===== src/sps_pkg.sv =====
// Constants, field layouts and state types of the SPI port
package sps_pkg;
	// Register byte addresses
	localparam logic [7:0] SPS_OFF_CTL  = 8'h2c;
	localparam logic [7:0] SPS_OFF_STAT = 8'h30;
	localparam logic [7:0] SPS_OFF_DATA = 8'h34;
	// Control register fields
	localparam int SPS_B_IE  = 7;
	localparam int SPS_B_EN  = 6;
	localparam int SPS_B_LSB = 5;
	localparam int SPS_B_MST = 4;
	localparam int SPS_B_POL = 3;
	localparam int SPS_B_PHA = 2;
	// Status register fields
	localparam int SPS_B_TRANSFER_DONE_FLAG = 7;
	localparam int SPS_B_WRITE_COLLISION_FLAG = 6;
	localparam int SPS_B_DBL  = 0;
	localparam logic [7:0] SPS_CTL_RST = 8'h00;
	// Half serial-clock period minus one, index {double, rate}
	localparam logic [5:0] SPS_HALF [8] = '{6'h01, 6'h07, 6'h1f, 6'h3f,
		6'h00, 6'h03, 6'h0f, 6'h1f};
	localparam logic [3:0] SPS_LAST_EDGE = 4'hf;
	localparam logic [2:0] SPS_LAST_BIT  = 3'h7;

	// One field per serial pin
	typedef struct packed {
		logic mosi;
		logic miso;
		logic sck;
		logic ss;
	} sps_pins_t;

	typedef enum logic [1:0] {
		SPS_OFF = 2'b00,
		SPS_MST = 2'b01,
		SPS_SLV = 2'b10
	} sps_role_t;

	// Whole state of the port
	typedef struct packed {
		logic [7:0] ctl;
		logic       dbl;
		logic       transfer_done_flag;
		logic       write_collision_flag;
		logic       arm_f;
		logic       arm_w;
		logic [7:0] sh;
		logic [7:0] rxb;
		logic       run;
		logic [5:0] hcnt;
		logic [3:0] edg;
		logic [2:0] scnt;
		logic       sck;
		logic       out;
		logic       sck_prev;
		logic       wait_n;
		logic [7:0] rdata;
		logic       irq;
		sps_pins_t  pin;
		sps_pins_t  oe_n;
	} sps_state_t;
endpackage


===== src/sps_sync.sv =====
// Two-stage synchroniser for the serial pin inputs
`timescale 1ns/10ps
`default_nettype none
module sps_sync #(
	parameter int W = 3
) (
	input  wire logic         clk_i,   // System clock
	input  wire logic         rst_ni,  // Synchronised reset
	input  wire logic [W-1:0] d_i,     // Raw pin levels
	output logic      [W-1:0] q_o      // Synchronised levels
);
	logic [W-1:0] meta_q;

	// First stage feeds only the second
	always_ff @(posedge clk_i or negedge rst_ni) begin
		if (!rst_ni) begin
			meta_q <= '1;
			q_o    <= '1;
		end else begin
			meta_q <= d_i;
			q_o    <= meta_q;
		end
	end
endmodule
`default_nettype wire


===== src/sps_top.sv =====
// Byte-wide SPI master/slave port with Avalon-MM register access
`timescale 1ns/10ps
`default_nettype none
////////////////////////////////////////////////////////////////////////////////
// Summary of operation
// - Slave selected: active; data out driven only if user direction says so.
// - Slave deselected: passive, bit counter and partial byte dropped.
// - Master with select as output: select pin is plain port output.
// - Select driven low in master role: master bit cleared, become slave.
// - Demotion sets done flag; interrupt if enabled globally and locally.
// - Data shifted out and sampled on opposite clock edges.
// - Polarity bit 3 sets the idle level of the serial clock.
// - Phase bit 2 picks sampling on leading or trailing edge.
// - Control register 8 bits, reset zero; nothing runs unless enabled.
// - Bit order one sends LSB first, zero sends MSB first.
// - Interrupt when done flag, local enable and global enable set.
// - Master clock divides system clock by 4, 16, 64 or 128.
// - Rate bits ignored in slave role; clock from outside master.
// - Double speed bit 0 halves divisors to 2, 8, 32, 64.
// - Status bit 7 set when a byte transfer finishes.
// - Done flag cleared by vector ack or status read then data access.
// - Status bit 6 set when data written during a transfer.
// - Status read with collision set then data access clears both.
// - Status bits 5 to 1 read zero.
// - Master: data write starts eight clocks, then stop and flag.
// - Transmit single buffered; received byte held until next completes.
// - Forced inputs per role; remaining pins follow user direction.
module sps_top #(
	parameter int AW = 8
) (
	input  wire logic              clk_i,             // System clock
	input  wire logic              nrst_i,            // Async reset, low
	input  wire logic [AW-1:0]     avm_address_i,     // Byte address
	input  wire logic              avm_read_i,        // Read request
	input  wire logic              avm_write_i,       // Write request
	input  wire logic [31:0]       avm_writedata_i,   // Write data
	input  wire logic [3:0]        avm_byteenable_i,  // Lane enables
	output logic      [31:0]       avm_readdata_o,    // Read data
	output logic                   avm_waitrequest_o, // Stall
	input  wire logic              gie_i,             // Global irq enable
	input  wire logic              irq_ack_i,         // Vector taken
	output logic                   irq_o,             // Interrupt request
	input  wire sps_pkg::sps_pins_t pin_i,            // Pin levels
	input  wire sps_pkg::sps_pins_t port_i,           // Port data bits
	input  wire sps_pkg::sps_pins_t dir_i,            // 1 = output
	output sps_pkg::sps_pins_t     pin_o,             // Pin drive value
	output sps_pkg::sps_pins_t     pin_oe_n_o         // Drive enable, low
);
	import sps_pkg::*;

	sps_state_t q;
	sps_state_t n;
	logic [1:0] rs_q;
	logic       rst_n;
	logic [2:0] syn;
	logic       s_sck;
	logic       s_ss;
	logic       s_mosi;
	logic       req;
	logic       done_acc;
	logic       tick;
	logic       busy;
	logic       start;
	logic       demote;
	logic [5:0] half;
	sps_role_t  role;

	////////////////////////////////////////////////////////////////////////
	// Reset release through two flops
	always_ff @(posedge clk_i or negedge nrst_i) begin
		if (!nrst_i) begin
			rs_q <= 2'b00;
		end else begin
			rs_q <= {rs_q[0], 1'b1};
		end
	end
	assign rst_n = rs_q[1];

	// Slave-side inputs cross through two flops
	sps_sync #(.W(3)) u_sync (
		.clk_i  (clk_i),
		.rst_ni (rst_n),
		.d_i    ({pin_i.sck, pin_i.ss, pin_i.mosi}),
		.q_o    (syn)
	);
	assign s_sck  = syn[2];
	assign s_ss   = syn[1];
	assign s_mosi = syn[0];

	////////////////////////////////////////////////////////////////////////
	// Bit leaving first, per bit order
	function automatic logic top_bit(input logic [7:0] v, input logic lsb);
		top_bit = lsb ? v[0] : v[7];
	endfunction

	// Shift in one sampled bit from the far end
	function automatic logic [7:0] shift_in(input logic [7:0] v,
		input logic lsb, input logic b);
		shift_in = lsb ? {b, v[7:1]} : {v[6:0], b};
	endfunction

	// Decoded helpers
	assign req      = avm_read_i | avm_write_i;
	assign done_acc = req & ~q.wait_n;
	assign half     = SPS_HALF[{q.dbl, q.ctl[1:0]}];
	assign tick     = q.hcnt == half;
	assign busy     = q.run | (q.scnt != 3'h0);
	assign start    = done_acc & avm_write_i & avm_byteenable_i[0]
		& (avm_address_i == SPS_OFF_DATA) & ~busy;
	// Another master pulls select low while we drive
	assign demote   = q.ctl[SPS_B_EN] & q.ctl[SPS_B_MST] & ~dir_i.ss
		& ~s_ss;

	////////////////////////////////////////////////////////////////////////
	// Next-state logic
	always_comb begin
		logic       lead;
		logic       samp;
		logic       edge_seen;
		lead      = 1'b0;
		samp      = 1'b0;
		edge_seen = 1'b0;
		n         = q;

		// Bus: first cycle loads read data, second completes
		if (req && q.wait_n) begin
			n.wait_n = 1'b0;
			case (avm_address_i)
				SPS_OFF_CTL:  n.rdata = q.ctl;
				SPS_OFF_STAT: n.rdata = {q.transfer_done_flag, q.write_collision_flag, 5'h00, q.dbl};
				SPS_OFF_DATA: n.rdata = q.rxb;
				default:      n.rdata = 8'h00;
			endcase
		end
		if (done_acc) begin
			n.wait_n = 1'b1;
			// Arming uses the value the master actually read
			if (avm_read_i && avm_address_i == SPS_OFF_STAT) begin
				n.arm_f = q.rdata[SPS_B_TRANSFER_DONE_FLAG];
				n.arm_w = q.rdata[SPS_B_WRITE_COLLISION_FLAG];
			end
			if (avm_address_i == SPS_OFF_DATA) begin
				if (q.arm_f || q.arm_w)
					n.transfer_done_flag = 1'b0;
				if (q.arm_w)
					n.write_collision_flag = 1'b0;
				n.arm_f = 1'b0;
				n.arm_w = 1'b0;
			end
			if (avm_write_i && avm_byteenable_i[0]) begin
				case (avm_address_i)
					SPS_OFF_CTL:  n.ctl = avm_writedata_i[7:0];
					SPS_OFF_STAT: n.dbl = avm_writedata_i[SPS_B_DBL];
					SPS_OFF_DATA: begin
						if (busy)
							n.write_collision_flag = 1'b1;
						else
							n.sh = avm_writedata_i[7:0];
					end
					default: ;
				endcase
			end
		end
		if (irq_ack_i)
			n.transfer_done_flag = 1'b0;

		// Master engine; divider only counts here
		if (start && q.ctl[SPS_B_EN] && q.ctl[SPS_B_MST]) begin
			n.run  = 1'b1;
			n.hcnt = 6'h00;
			n.edg  = 4'h0;
			n.out  = top_bit(avm_writedata_i[7:0], q.ctl[SPS_B_LSB]);
		end else if (q.run) begin
			if (tick) begin
				n.hcnt = 6'h00;
				n.sck  = ~q.sck;
				// Even half edges lead; phase picks sampling edge
				samp = q.edg[0] == q.ctl[SPS_B_PHA];
				if (samp)
					n.sh = shift_in(q.sh, q.ctl[SPS_B_LSB], pin_i.miso);
				else
					n.out = top_bit(q.sh, q.ctl[SPS_B_LSB]);
				n.edg = q.edg + 4'h1;
				if (q.edg == SPS_LAST_EDGE) begin
					n.run  = 1'b0;
					n.rxb  = n.sh;
					n.transfer_done_flag = 1'b1;
				end
			end else begin
				n.hcnt = q.hcnt + 6'h01;
			end
		end else begin
			n.sck = q.ctl[SPS_B_POL];
		end

		// Slave engine on the synchronised clock
		n.sck_prev = s_sck;
		if (q.ctl[SPS_B_EN] && !q.ctl[SPS_B_MST] && !s_ss) begin
			edge_seen = s_sck != q.sck_prev;
			lead      = s_sck != q.ctl[SPS_B_POL];
			samp      = edge_seen && (lead != q.ctl[SPS_B_PHA]);
			if (samp) begin
				n.sh   = shift_in(q.sh, q.ctl[SPS_B_LSB], s_mosi);
				n.scnt = q.scnt + 3'h1;
				if (q.scnt == SPS_LAST_BIT) begin
					n.rxb  = n.sh;
					n.transfer_done_flag = 1'b1;
				end
			end else if (edge_seen || q.scnt == 3'h0) begin
				n.out = top_bit(n.sh, q.ctl[SPS_B_LSB]);
			end
		end else begin
			n.scnt = 3'h0;
		end

		// Forced demotion to slave
		if (demote) begin
			n.ctl[SPS_B_MST] = 1'b0;
			n.transfer_done_flag           = 1'b1;
			n.run            = 1'b0;
		end
		// Disabled port holds no transfer
		if (!q.ctl[SPS_B_EN]) begin
			n.run  = 1'b0;
			n.scnt = 3'h0;
		end

		n.irq = n.transfer_done_flag & n.ctl[SPS_B_IE] & gie_i;

		// Role from the next control value, so pins follow a write at once
		if (!n.ctl[SPS_B_EN])
			role = SPS_OFF;
		else if (n.ctl[SPS_B_MST])
			role = SPS_MST;
		else
			role = SPS_SLV;

		// Pin ownership per role
		n.pin  = port_i;
		n.oe_n = ~dir_i;
		case (role)
			SPS_MST: begin
				n.pin.mosi  = n.out;
				n.pin.sck   = n.sck;
				n.oe_n.miso = 1'b1;
			end
			SPS_SLV: begin
				n.pin.miso  = n.out;
				n.oe_n      = 4'hf;
				n.oe_n.miso = ~(dir_i.miso & ~s_ss);
			end
			SPS_OFF: ;
			default: n.oe_n = 4'hf;
		endcase
	end

	////////////////////////////////////////////////////////////////////////
	// State register
	always_ff @(posedge clk_i or negedge rst_n) begin
		if (!rst_n) begin
			q          <= '0;
			q.ctl      <= SPS_CTL_RST;
			q.wait_n   <= 1'b1;
			q.sck_prev <= 1'b1;
			q.oe_n     <= 4'hf;
		end else begin
			q <= n;
		end
	end

	// Outputs straight from state
	assign avm_readdata_o    = {24'h000000, q.rdata};
	assign avm_waitrequest_o = q.wait_n;
	assign irq_o             = q.irq;
	assign pin_o             = q.pin;
	assign pin_oe_n_o        = q.oe_n;
endmodule
`default_nettype wire


===== config.mk =====
export PLATFORM = sky130hd
export DESIGN_NAME = sps_top
export DESIGN_NICKNAME = d
export VERILOG_FILES = /design/src/sps_pkg.sv /design/src/sps_sync.sv /design/src/sps_top.sv
export SDC_FILE = /design/constraint.sdc
export NUM_CORES = 1
export LEC_CHECK = 0
export ABC_CLOCK_PERIOD_IN_PS = 6350
export BUFFER_PORTS_ARGS = -buffer_cell sky130_fd_sc_hd__buf_2
export CORE_ASPECT_RATIO = 0.9
export CORE_MARGIN = 5
export CORE_UTILIZATION = 50
export CTS_CLUSTER_DIAMETER = 200
export DETAILED_ROUTE_END_ITERATION = 12
export GPL_TIMING_DRIVEN = 1
export PLACE_DENSITY = 0.76
export REMOVE_ABC_BUFFERS = 1
export SKIP_CTS_REPAIR_TIMING = 1
export SLEW_MARGIN = 20
export SYNTH_ARGS = -nofsm -noshare
export SYNTH_HDL_FRONTEND = slang
export SYNTH_SLANG_ARGS = --single-unit

===== constraint.sdc =====
create_clock -name clk_i -period 6.35 [get_ports clk_i]
set_input_delay 0.635 -clock clk_i [delete_from_list [all_inputs] [get_ports clk_i]]
set_output_delay 0.635 -clock clk_i [all_outputs]
set_load 0.02 [all_outputs]

After elaboration in Yosys (flattened, before gate mapping) --
Memories as Yosys holds them, arrays and structs flattened. Cells that the tools add are included.
Operators by class: add/sub/neg operators 3, order comparisons 1, equality and inequality tests 13, mux-type cells 67, bitwise gates (word level) 21, reduce and logical (&&, ||, !) cells 24
Operators by type and width (count):
- 2-to-1 mux 8 bit | 8
- 2-to-1 mux 16 bit | 3
- 2-to-1 mux 1 bit | 34
- 2-to-1 mux 27 bit | 1
- 2-to-1 mux 9 bit | 3
- == test 8 x 6 -> 1 bit, second input constant | 3
- one-hot mux 8 bit (3 select lines) | 1
- 2-to-1 mux 21 bit | 1
- 2-to-1 mux 6 bit | 3
- 2-to-1 mux 17 bit | 1
- AND 1 bit | 11
- 2-to-1 mux 11 bit | 1
- 2-to-1 mux 2 bit | 5
- 2-to-1 mux 3 bit | 3
- logical AND 1 bit | 8
- 2-to-1 mux 4 bit | 2
- nonzero test 2 bit | 4
- adder 6 x 1 -> 6 bit, second input constant | 1
- == test 6 bit | 1
- NOT 1 bit | 6
- AND reduction 3 bit | 2
- adder 4 x 1 -> 4 bit, second input constant | 1
- == test 4 bit, second input constant | 1
- greater-or-equal comparator 4 bit, second input constant | 1
- 18 further kinds | 24
Word-level totals: register bits after elaboration 72, bits in read-only memories 48, input bits 62, output and inout bits 42, logic and storage cells 160, memories 1
Memories:
- (name not given) | words 8, bits a word 6, read ports 1, clocked after Yosys merged registers in 0, wr ports 0, line sps_top.sv:105 | assign half = SPS_HALF[{q.dbl, q.ctl[1:0]}];

Longest topological paths before layout --
depth in word-level cells 19, mapped depth 10, mapped depth without buffers 9

Hierarchy --
From an unflattened synthesis, not the netlist that was laid out.
Unflattened totals: cells, all modules 378, area total of the unflattened synthesis 3920.0 um2
Modules (own cells, without submodules):
- sps_top | instances 1, cells each 372, area an instance 3762.4 um2
- sps_sync | instances 1, cells each 6, area an instance 157.7 um2

Worst setup path after synthesis --
OpenSTA, ideal clock, no wires.
path kind in2reg, start input port avm_address_i[3], end register q (netlist bit pin_o[2]), library setup time 0.121 ns, data arrival time 2.303 ns, slack 3.926 ns, cell stages on the path 8, buffers on the path 2, cell sequence nor4b_1 -> nand4_1 -> buf_1 -> or2_2 -> clkbuf_1 -> o211ai_1 -> a21oi_1 -> a22o_1
RTL lines:
- start: declaration | line sps_top.sv:33 | input wire logic [AW-1:0] avm_address_i,
- end signal: assignment | line sps_top.sv:267 | q <= n;
- end: declaration | line sps_top.sv:51 | sps_state_t q;

==> results.ini <==
[status]
status=finished, final reports clean

[timing]
rsz0062_at_grt=no
hold_viol=0
min_period_ns=2.82
fin_tns_setup_ns=0
fmax_ghz=0.355
slew_viol_final=0
holdWs_ns=0.0530
finalClockSkew_ns=0.00880
tightest_slew_ns=0.837
post-route-period-util=0.443
setup_violations=0
max_slew_margin=0.441

[detailed_routing]
wl_per_cell_um=16.7
viasPerCell=5.61
drt_iter0_markers=169
num_vias=2907
drc=0
drt.antenna.violating_nets=0
wl_um=8650
first_pass_iters=6

[layout]
nNetsFinal=484
fin_util=0.564
fill_cells=656
drive_gt1_frac=0.246
area_growth_pct=9.00
antenna_cells=0

[synth]
synth.area.top_cells=dfrtp_1 (38%), mux2i_1 (9.2%), dfstp_2 (8.0%)
synth_top_area_share=0.383
ys.flop_type=dfrtp_1
synth_cell_type_count=54
yosys_warnings=0
yosysTopAreaCell=dfrtp_1
syn_inst=378
ys_seq_area_frac=0.463
netlist_top_cells_count=dfrtp_1 (60), buf_4 (40), nand2_1 (38)
synth_seq_cells=72
synth_edf_count=0
ys_async_sr_fraction=1.00
synthMostInstantiatedCell=dfrtp_1
syn_avg_cell_area_um2=10.4
syn_area_um2=3920

[power]
p_leak_nw=1.94
ir_drop_v=0.000118
p_per_area_nw_per_um2=226

[worst_setup_path]
crit_path_start_kind=flop
rrSetupSlack_ns=3.53
end_kind=flop
ff2ff_path_depth=9
setup.worst_path.start=q[21]
cp.arrival_ns=3.05
rr_startpoint=q[21]
crit_type=reg -> reg
crit_fanout=11
required_ns=6.59

[clocking]
clk_path_buf_depth=2
tritoncts=built
clk_pin_slew_ns=0.08
clockRootBuffer=clkbuf_8
numClockSinks=72
numCtsBuffers=9
htreeDepth=3
clkLatencyLatePin_ns=0.35

[floorplanning]
core-area_um2=7580
initial_core_util=0.517
die_x_um=103
row_count=30
dieArea_um2=9710
die-height_um=94
ios=104

[global_routing]
overflow=0
antenna_found_initial=0
grt_max_degree=46
first_global_vias=2838
grt_pass1_wl_um=14000
grt_usage=0.190

[flow_run]
maxCapViolCount=0

[place]
port_buffers=52
gp_congestion=0.862
hpwl_um=6490

[min_path]
hp-class=in -> async

## critical path, cell delays in order (launching register included)
cell	delay, ns
dfrtp_1	0.39
inv_1	0.10
ha_1	0.17
nor3b_1	0.21
nand4_1	0.65
nor2_1	0.39
nor2_1	0.16
a22oi_1	0.15
o21ai_0	0.17
mux2_2	0.30
## worst paths after layout
kind / end
hold / removal: rs_q[1]
min in group clk_i: rs_q[1]
hold reg to reg: q[29]
setup reg to reg: pin_o[1]
max in group asynchronous: u_sync.q_o[1]
setup / recovery: pin_o[1]
## registers in the layout, indices dropped and copies added, names as in the netlist
register,count
avm_waitrequest_o,1
pin_o,4
u_sync.q_o,3
q,46
u_sync.meta_q,3
irq_o,1
pin_oe_n_o,4
rs_q,2
avm_readdata_o,8
## cell type report
| type | instances | area [µm²] | area share |
|---|---|---|---|
| inverter | 12 | 45.0 | 0.0105 |
| multi-input combinational | 268 | 1820 | 0.425 |
| clock inverter | 5 | 56.3 | 0.0132 |
| timing repair buffer | 54 | 275 | 0.0644 |
| clock buffer | 11 | 141 | 0.0331 |
| sequential | 72 | 1820 | 0.425 |
| tap | 96 | 120 | 0.0281 |
## layout by cell type, fill, tap and decap left out, drive strengths merged, types with 7 or more instances in the layout
cell,instances
a22oi,12
buf,54
dfrtp,60
nor2,14
o2bb2ai,7
o21ai,25
mux2,8
dfstp,12
a21oi,13
conb,25
inv,12
nand2,38
mux2i,36
nand3,8
clkbuf,11
## stage by stage
stage / instances / power (mW) / worst slack (ns) / instance area (µm²)
after CTS: 518 / 0.975 / 3.55 / 4270
after detailed placement: 502 / 0.612 / 3.20 / 4070
final: 518 / 0.966 / 3.53 / 4270
after floorplan: 352 / 0.570 / 3.85 / 3670
after global placement: 502 / 0.608 / 3.30 / 4070
after global routing: 518 / 1.01 / 3.34 / 4270
## power by group
part / internal (mW) / total (mW) / switching (mW)
Combinational: 0.0367 / 0.104 / 0.0672
Sequential: 0.481 / 0.500 / 0.0189
Clock: 0.192 / 0.362 / 0.171
## kinds of logic after synthesis
logic type,after synthesis,share of synthesized area
other cells,2,0.00192
fa+ha+maj,5,0.0160
flops,72,0.463
compound gates,82,0.150
xor+xnor,8,0.0179
mux,44,0.115
buf+inv,61,0.0967
simple gates,104,0.139
## routing by layer
metal  part of all wire  track usage  wire (µm)  vias up
li1                   -            -          -     1376
met1               0.43        0.269       3710     1414
met2               0.47        0.289       4040      105
met3              0.094       0.0512        810       12
met4              0.010       0.0453         88        0
met5                  0            0          0        -
Note: power is estimated with default switching activity, not from simulation.
